`src/design/scroll_idle_pkg.sv`:
```
// Shared constants and types for the scroll start and reduced-colour command logic.
// Assumes a 10 MHz system clock and a 32-bit APB register port.
package scroll_idle_pkg;

  // Command codes as seen on the host data bus
  localparam logic [7:0] CMD_SCROLL_START = 8'h37;
  localparam logic [7:0] CMD_REDUCED_EXIT = 8'h38;
  localparam logic [7:0] CMD_REDUCED_ENTER = 8'h39;

  // Register byte offsets
  localparam logic [7:0] OFS_CTRL = 8'h00;
  localparam logic [7:0] OFS_AREA = 8'h04;
  localparam logic [7:0] OFS_STATUS = 8'h08;
  localparam logic [7:0] OFS_PENDING = 8'h0C;

  // Control register fields
  localparam int CTRL_SOFT_RESET_BIT = 0;
  localparam int CTRL_PARTIAL_BIT = 1;

  // Area register fields
  localparam int AREA_TOP_LSB = 0;
  localparam int AREA_SCROLL_LSB = 16;

  // Status register fields
  localparam int STAT_IDLE_BIT = 0;
  localparam int STAT_PENDING_BIT = 1;
  localparam int STAT_STATE_LSB = 2;
  localparam int STAT_PTR_LSB = 16;

  // Reset values
  localparam logic [15:0] PTR_RESET = 16'h0000;
  localparam logic [15:0] TOP_RESET = 16'h0000;
  localparam logic [15:0] SCROLL_AREA_RESET = 16'h0140;

  // Pin synchroniser depth
  localparam int SYNC_STAGES = 3;

  // One sample of the host parallel pins
  typedef struct packed {
    logic cmdOrParamSelect;
    logic readStrobeN;
    logic writeStrobeN;
    logic [7:0] data;
  } host_pins_type;

  // One pixel, six bits per channel
  typedef struct packed {
    logic [5:0] red;
    logic [5:0] green;
    logic [5:0] blue;
  } pixel_type;

  // Command sequencer, Gray coded along the parameter path
  typedef enum logic [1:0] {
    ST_IDLE = 2'b00,
    ST_PARAM_HIGH = 2'b01,
    ST_PARAM_LOW = 2'b11
  } cmd_state_type;

endpackage

```
`src/design/scroll_idle_cmd.sv`:
```
// Decoder for the scroll start line command and the two reduced-colour commands,
// with line mapping for the panel scan and the reduced-colour pixel filter.
// Assumes host pins are asynchronous and a scan timing block on clk supplies
// frameStart, scanLine and pixels; software reaches control over APB.
`timescale 1ns/1ps
`default_nettype none

// Operation
// [RULE_01] Command byte 37h starts the scroll start line command with parameters.
// [RULE_02] First parameter is pointer high byte, second is low byte, forming 16 bits.
// [RULE_03] Pointer line is shown as first panel line after the top fixed area.
// [RULE_04] A new pointer becomes visible only at the start of the next panel scan.
// [RULE_05] Scroll start command is ignored while partial mode is on.
// [RULE_06] Pointer works together with top fixed, scroll and bottom fixed areas.
// [RULE_07] Command byte 38h leaves reduced-colour mode.
// [RULE_08] With reduced colour off, full frame memory depth is shown.
// [RULE_09] Exit command while already in full colour changes nothing.
// [RULE_10] Command byte 39h enters reduced-colour mode.
// [RULE_11] Reduced colour shows eight colours from each channel's top bit.
// [RULE_12] Channel is fully on when its top bit is 1, off otherwise.
// [RULE_13] Resets clear the pointer and leave reduced colour off.
// [RULE_14] Select low marks command, high a parameter, taken on write strobe rise.
module scroll_idle_cmd
  import scroll_idle_pkg::*;
#(
  parameter int LINE_WIDTH = 16
) (
  input wire logic clk,
  input wire logic sys_rst,
  input wire logic psel,
  input wire logic penable,
  input wire logic pwrite,
  input wire logic [7:0] paddr,
  input wire logic [31:0] pwdata,
  output logic [31:0] prdata,
  output logic pready,
  output logic pslverr,
  input wire scroll_idle_pkg::host_pins_type hostPins,
  input wire logic frameStart,
  input wire logic [LINE_WIDTH-1:0] scanLine,
  input wire scroll_idle_pkg::pixel_type pixelIn,
  output scroll_idle_pkg::pixel_type pixelOut,
  output logic [LINE_WIDTH-1:0] memLine,
  output logic [15:0] scrollLinePointer,
  output logic idleMode
);
  import scroll_idle_pkg::*;

  host_pins_type syncStage [SYNC_STAGES];
  host_pins_type pinStable;
  logic byteStrobe;
  logic byteIsParam;
  logic [7:0] byteData;
  cmd_state_type cmdState;
  logic [7:0] pointerHigh;
  logic [15:0] pendingPtr;
  logic pendingValid;
  logic partialMode;
  logic softReset;
  logic [15:0] topFixed;
  logic [15:0] scrollArea;
  logic apbAccess;
  logic apbWrite;
  logic cmdTaken;
  logic paramTaken;
  logic newPointer;
  logic [31:0] next_prdata;
  logic next_pslverr;

  // Expand one channel's top bit to fully on or fully off
  function automatic logic [5:0] reduce_channel(input logic [5:0] level);
    reduce_channel = {6{level[5]}};
  endfunction

  // Map a panel line onto a frame memory line within the scroll area
  function automatic logic [LINE_WIDTH-1:0] map_line(
    input logic [LINE_WIDTH-1:0] line,
    input logic [15:0] top,
    input logic [15:0] area,
    input logic [15:0] ptr
  );
    logic [LINE_WIDTH:0] offset;
    offset = '0;
    if (line < LINE_WIDTH'(top) || ({1'b0, line} >= ({1'b0, LINE_WIDTH'(top)} + {1'b0, LINE_WIDTH'(area)}))) begin
      map_line = line;
    end else begin
      offset = {1'b0, line - LINE_WIDTH'(top)} + {1'b0, LINE_WIDTH'(ptr) - LINE_WIDTH'(top)};
      if (offset >= {1'b0, LINE_WIDTH'(area)}) begin
        offset = offset - {1'b0, LINE_WIDTH'(area)};
      end
      map_line = LINE_WIDTH'(top) + offset[LINE_WIDTH-1:0];
    end
  endfunction

  // Three-stage pin synchroniser; the first stage feeds only the second
  always_ff @(posedge clk) begin
    if (sys_rst) begin
      for (int i = 0; i < SYNC_STAGES; i++) begin
        syncStage[i] <= '{cmdOrParamSelect: 1'b1, readStrobeN: 1'b1, writeStrobeN: 1'b1, data: 8'h00};
      end
    end else begin
      syncStage[0] <= hostPins;
      for (int i = 1; i < SYNC_STAGES; i++) begin
        syncStage[i] <= syncStage[i-1];
      end
    end
  end

  // Accept a pin change only once the last two stages agree, filtering glitches
  always_ff @(posedge clk) begin
    if (sys_rst) begin
      pinStable <= '{cmdOrParamSelect: 1'b1, readStrobeN: 1'b1, writeStrobeN: 1'b1, data: 8'h00};
    end else if (syncStage[1] == syncStage[2]) begin
      pinStable <= syncStage[2];
    end
  end

  // Byte taken on write strobe rise while read strobe stays high
  always_ff @(posedge clk) begin
    if (sys_rst) begin
      byteStrobe <= 1'b0;
      byteIsParam <= 1'b0;
      byteData <= 8'h00;
    end else begin
      byteStrobe <= 1'b0;
      if (syncStage[1] == syncStage[2] && !pinStable.writeStrobeN && syncStage[2].writeStrobeN
          && syncStage[2].readStrobeN) begin
        byteStrobe <= 1'b1; // RULE_14
        byteIsParam <= syncStage[2].cmdOrParamSelect; // RULE_14
        byteData <= syncStage[2].data;
      end
    end
  end

  assign cmdTaken = byteStrobe && !byteIsParam;
  assign paramTaken = byteStrobe && byteIsParam;
  assign newPointer = paramTaken && cmdState == ST_PARAM_LOW && !partialMode;

  // Command sequencer; any new command aborts an unfinished parameter list
  always_ff @(posedge clk) begin
    if (sys_rst || softReset) begin
      cmdState <= ST_IDLE;
      pointerHigh <= 8'h00;
    end else if (cmdTaken) begin
      if (byteData == CMD_SCROLL_START && !partialMode) begin
        cmdState <= ST_PARAM_HIGH; // RULE_01 RULE_05
      end else begin
        cmdState <= ST_IDLE;
      end
    end else if (paramTaken) begin
      case (cmdState)
        ST_PARAM_HIGH: begin
          pointerHigh <= byteData; // RULE_02
          cmdState <= ST_PARAM_LOW;
        end
        ST_PARAM_LOW: begin
          cmdState <= ST_IDLE;
        end
        default: begin
          cmdState <= ST_IDLE;
        end
      endcase
    end
  end

  // Pending pointer; a pointer arriving on a frame start stays pending for the next
  always_ff @(posedge clk) begin
    if (sys_rst || softReset) begin
      pendingPtr <= PTR_RESET; // RULE_13
      pendingValid <= 1'b0;
    end else if (newPointer) begin
      pendingPtr <= {pointerHigh, byteData}; // RULE_02
      pendingValid <= 1'b1;
    end else if (frameStart) begin
      pendingValid <= 1'b0;
    end
  end

  // Pointer shown only from the next scan onward, so a frame never tears
  always_ff @(posedge clk) begin
    if (sys_rst || softReset) begin
      scrollLinePointer <= PTR_RESET; // RULE_13
    end else if (frameStart && pendingValid) begin
      scrollLinePointer <= pendingPtr; // RULE_04
    end
  end

  // Reduced-colour mode; exit while already off leaves it off
  always_ff @(posedge clk) begin
    if (sys_rst || softReset) begin
      idleMode <= 1'b0; // RULE_13
    end else if (cmdTaken && byteData == CMD_REDUCED_EXIT) begin
      idleMode <= 1'b0; // RULE_07 RULE_09
    end else if (cmdTaken && byteData == CMD_REDUCED_ENTER) begin
      idleMode <= 1'b1; // RULE_10
    end
  end

  // Panel line to frame memory line, using the fixed and scroll areas
  always_ff @(posedge clk) begin
    if (sys_rst) begin
      memLine <= '0;
    end else begin
      memLine <= map_line(scanLine, topFixed, scrollArea, scrollLinePointer); // RULE_03 RULE_06
    end
  end

  // Pixel filter; full depth passes untouched when reduced colour is off
  always_ff @(posedge clk) begin
    if (sys_rst) begin
      pixelOut <= '0;
    end else if (idleMode) begin
      pixelOut <= '{red: reduce_channel(pixelIn.red), green: reduce_channel(pixelIn.green),
                    blue: reduce_channel(pixelIn.blue)}; // RULE_11 RULE_12
    end else begin
      pixelOut <= pixelIn; // RULE_08
    end
  end

  // APB: one wait state, so read data and error leave straight from flops
  assign apbAccess = psel && penable && !pready;
  assign apbWrite = psel && penable && pready && pwrite;

  // Read mux and address check
  always_comb begin
    next_prdata = 32'h0000_0000;
    next_pslverr = 1'b0;
    case (paddr)
      OFS_CTRL: begin
        next_prdata[CTRL_PARTIAL_BIT] = partialMode;
      end
      OFS_AREA: begin
        next_prdata = {scrollArea, topFixed};
      end
      OFS_STATUS: begin
        next_prdata[STAT_IDLE_BIT] = idleMode;
        next_prdata[STAT_PENDING_BIT] = pendingValid;
        next_prdata[STAT_STATE_LSB +: 2] = cmdState;
        next_prdata[STAT_PTR_LSB +: 16] = scrollLinePointer;
      end
      OFS_PENDING: begin
        next_prdata[15:0] = pendingPtr;
      end
      default: begin
        next_pslverr = 1'b1;
      end
    endcase
  end

  // APB response flops
  always_ff @(posedge clk) begin
    if (sys_rst) begin
      pready <= 1'b0;
      prdata <= 32'h0000_0000;
      pslverr <= 1'b0;
    end else begin
      pready <= apbAccess;
      pslverr <= apbAccess && next_pslverr;
      prdata <= (apbAccess && !pwrite) ? next_prdata : 32'h0000_0000;
    end
  end

  // Control register writes; soft reset is a one-cycle pulse
  always_ff @(posedge clk) begin
    if (sys_rst) begin
      partialMode <= 1'b0;
      softReset <= 1'b0;
      topFixed <= TOP_RESET;
      scrollArea <= SCROLL_AREA_RESET;
    end else begin
      softReset <= apbWrite && paddr == OFS_CTRL && pwdata[CTRL_SOFT_RESET_BIT];
      if (apbWrite && paddr == OFS_CTRL) begin
        partialMode <= pwdata[CTRL_PARTIAL_BIT];
      end
      if (apbWrite && paddr == OFS_AREA) begin
        topFixed <= pwdata[AREA_TOP_LSB +: 16];
        scrollArea <= pwdata[AREA_SCROLL_LSB +: 16];
      end
    end
  end
endmodule
`default_nettype wire

```
`config.mk`:
```
export PLATFORM = sky130hd
export DESIGN_NAME = scroll_idle_cmd
export DESIGN_NICKNAME = d
export VERILOG_FILES = /design/src/design/scroll_idle_pkg.sv /design/src/design/scroll_idle_cmd.sv
export SDC_FILE = /design/constraint.sdc
export NUM_CORES = 1
export LEC_CHECK = 0
export BUFFER_PORTS_ARGS = -buffer_cell sky130_fd_sc_hd__buf_2
export CAP_MARGIN = 20
export CELL_PAD_IN_SITES_DETAIL_PLACEMENT = 0
export CELL_PAD_IN_SITES_GLOBAL_PLACEMENT = 1
export CORE_MARGIN = 5
export CORE_UTILIZATION = 39
export CTS_CLUSTER_DIAMETER = 120
export DETAILED_ROUTE_END_ITERATION = 10
export PLACE_DENSITY = 0.75
export RECOVER_POWER = 50
export SLEW_MARGIN = 10
export SYNTH_ARGS = -nofsm -noshare
export SYNTH_HDL_FRONTEND = slang
export SYNTH_SLANG_ARGS = --single-unit
```
`constraint.sdc`:
```
create_clock -name clk -period 8.1 [get_ports clk]
set_clock_uncertainty 0.15 [all_clocks]
set_input_delay 1.215 -clock clk [delete_from_list [all_inputs] [get_ports clk]]
set_output_delay 1.215 -clock clk [all_outputs]
set_load 0.01 [all_outputs]
```
==> results.cfg <==
[run_status]
status = finished with violations
violations = max-capacitance violations, max-slew violations

[clock_network]
ctsHoldBuffers = 0
cts_made_buffers = 17
cts_buffer_depth = 2
cts-root-buf = clkbuf_16
cts_tree = done
cts_htree_levels = 4
clkSlewWorstSetupHoldPaths_ns = 0.09
clock_sink_count = 190
clk_latency_ns = 0.45

[logic_synthesis]
ys_ff_latch = 190
synth.area.top_cells = dfxtp_1 (33%), ha_1 (12%), a21oi_1 (6.6%)
ys_seq_area_frac = 0.332
netlist.area_leader.share = 0.332
syn_area_um2 = 11500
ys_types = 68
synth_cells = 1389
syn_nets = 1600
synthTopCellsByCount = nand2_1 (201), dfxtp_1 (190), a21oi_1 (151), ha_1 (114), nor2_1 (107)
yosysMostFrequentCell = nand2_1
syn_avg_cell_area_um2 = 8.25
ys_warn_count = 0
async_flop_share = 0
synth_ff_type = dfxtp_1
synth_top_cell_by_area = dfxtp_1
synth_edf_count = 0

[die]
num_rows = 62
dieArea_um2 = 32900
start_util = 0.397
die_w_um = 181
die_y_um = 181
ios = 176
core_um2 = 28900

[timing]
final-hold-violation-count = 0
period_needed_ns = 7.79
min_period_over_period = 0.962
tightest_slew_ns = 2.48
whs_ns = 0.259
timing.fmax_ghz = 0.128
relSlewSlack = -0.657
setup_viol = 0
maxSlewViolCount = 93

[layout]
syn2layout_area_growth_pct = 23.0
final_nets = 1860
fillCellCount = 2949
drive_above_1_share = 0.185
stdcell_count = 2047

[flow_run]
maxCapViolCount = 2

[critical_path]
slowest_delay_ns = 0.38
critPathKind = primary input to flop
crit_arrival_ns = 8.02
cp_slowest_cell = a2111o_1
cpMostUsedCell = buf_4
critPathMaxFanout = 8
crit_required_ns = 8.33
end_kind = flop
startpoint_type = primary input

[placement]
gp_congestion = 0.928
dp_cells = 2007
dp_hpwl_um = 28200
port-buffer-count = 175

[worst_hold_path]
holdCritPathClass = flop to flop

[grt]
grt_pass1_vias = 10500
grt_pass1_wl_um = 55300
antenna_found_initial = 1
track_usage = 0.208
grt-ovfl-total = 0
grt_start_max_net_pins = 71

[route]
drt_wl_total_um = 35300
viasPerCell = 5.22
dr.pass1.iters = 5
routedWlPerCell_um = 17.2
drt-initial-drc-count = 719
num_vias = 10700
drcViolationCount = 0
antenna_left = 0

[power]
cellPowerDensity_nw_per_um2 = 165
leakagePower_nw = 6.13
peakVddDrop_v = 0.000112
[final cells by class]
type	count	area [µm²]	area share
Clock buffer	17	425	0.0302
Antenna cell	1	2.50	0.000178
Inverter	65	244	0.0173
Timing Repair Buffer	292	1670	0.119
Clock inverter	15	190	0.0135
Sequential cell	190	3800	0.270
Tap cell	384	480	0.0341
Multi-Input combinational cell	1083	7280	0.516
[power by group]
part | switching, W | internal (W)
clock network | 0.000448 | 0.000424
logic | 0.000262 | 0.000237
registers | 0.00000772 | 0.000955
[critical path, delay by kind of cell]
| kind | cells | cell delay [ns] |
|---|---|---|
| buffers and inverters | 11 | 1.33 |
| multiplexers | 1 | 0.34 |
| adder cells (fa/ha/maj) | 5 | 1.33 |
| AO/OA/AOI/OAI | 15 | 2.64 |
| AND/OR/NAND/NOR | 8 | 1.00 |
| XOR/XNOR | 1 | 0.14 |
[cell usage in the layout, fill, tap and decap left out, types with 30 or more instances in the layout]
cell type	instances
clkbuf_1	69
a21oi_1	150
nand2_1	201
nand3_1	30
xnor2_1	49
o21ai_0	35
xor2_1	35
ha_1	114
buf_2	106
buf_4	116
nor2b_1	41
mux2i_1	41
nor2_1	107
dfxtp_1	190
inv_1	65
[logic make-up (layout without fill, tap and decap cells)]
group,after synthesis,count (layout),synth area share
adder cells (fa/ha/maj),120,120,0.135
flip-flops,190,190,0.332
XOR/XNOR,84,84,0.0642
AO/OA/AOI/OAI,325,325,0.181
other,0,1,0
buffers and inverters,116,389,0.0390
multiplexers,50,50,0.0447
AND/OR/NAND/NOR,504,504,0.205
[flip-flops by register name, summed over array words and instances (netlist names), 16 cells and up]
name,cells
syncStage,33
pixelOut,18
prdata,32
memLine,16
topFixed,16
scrollLinePointer,16
pendingPtr,16
scrollArea,16
[layer usage]
layer / wire length [µm] / vias up / part of all wire / global-route usage
met5: 0 / - / 0 / 0
met4: 724 / 0 / 0.021 / 0.0633
met3: 1680 / 43 / 0.048 / 0.0274
met2: 16600 / 262 / 0.47 / 0.352
met1: 16300 / 5006 / 0.46 / 0.278
li1: - / 5366 / - / -
[stage by stage]
step | TNS [ns] | cell area (µm²) | utilization | setup slack [ns] | power, W
2_1_floorplan | 0 | 11500 | - | 0.0524 | 0.00129
3_3_place_gp | -1.36 | 13500 | 0.466 | -0.327 | 0.00147
3_5_place_dp | -2.32 | 13500 | 0.466 | -0.447 | 0.00147
4_1_cts | 0 | 14100 | 0.488 | 0.0196 | 0.00234
5_1_grt | -0.242 | 14100 | 0.488 | -0.0615 | 0.00245
6_report | 0 | 14100 | 0.488 | 0.310 | 0.00233
[path summary, 6_finish.rpt]
path                                     startpoint                           to  slack, ns  cells past startpoint
setup / recovery                        scanLine[0]       memLine[15]$_SDFF_PP0_       0.31                     41
hold / removal           syncStage[0][9]$_SDFF_PP1_  syncStage[0][20]$_SDFF_PP1_       0.26                      1
setup reg to reg  scrollLinePointer[0]$_SDFFE_PP0P_       memLine[15]$_SDFF_PP0_       0.53                     41
hold reg to reg          syncStage[0][9]$_SDFF_PP1_  syncStage[0][20]$_SDFF_PP1_       0.26                      1
[repair_timing]
item | in CTS | in global routing
setup endpoints to repair | 2 | 9
setup buffers | 0 | 7
resized for setup | 1 | 18
cloned | 0 | 0
pin swaps | 0 | 14
Power figures use the tool's default switching activity.
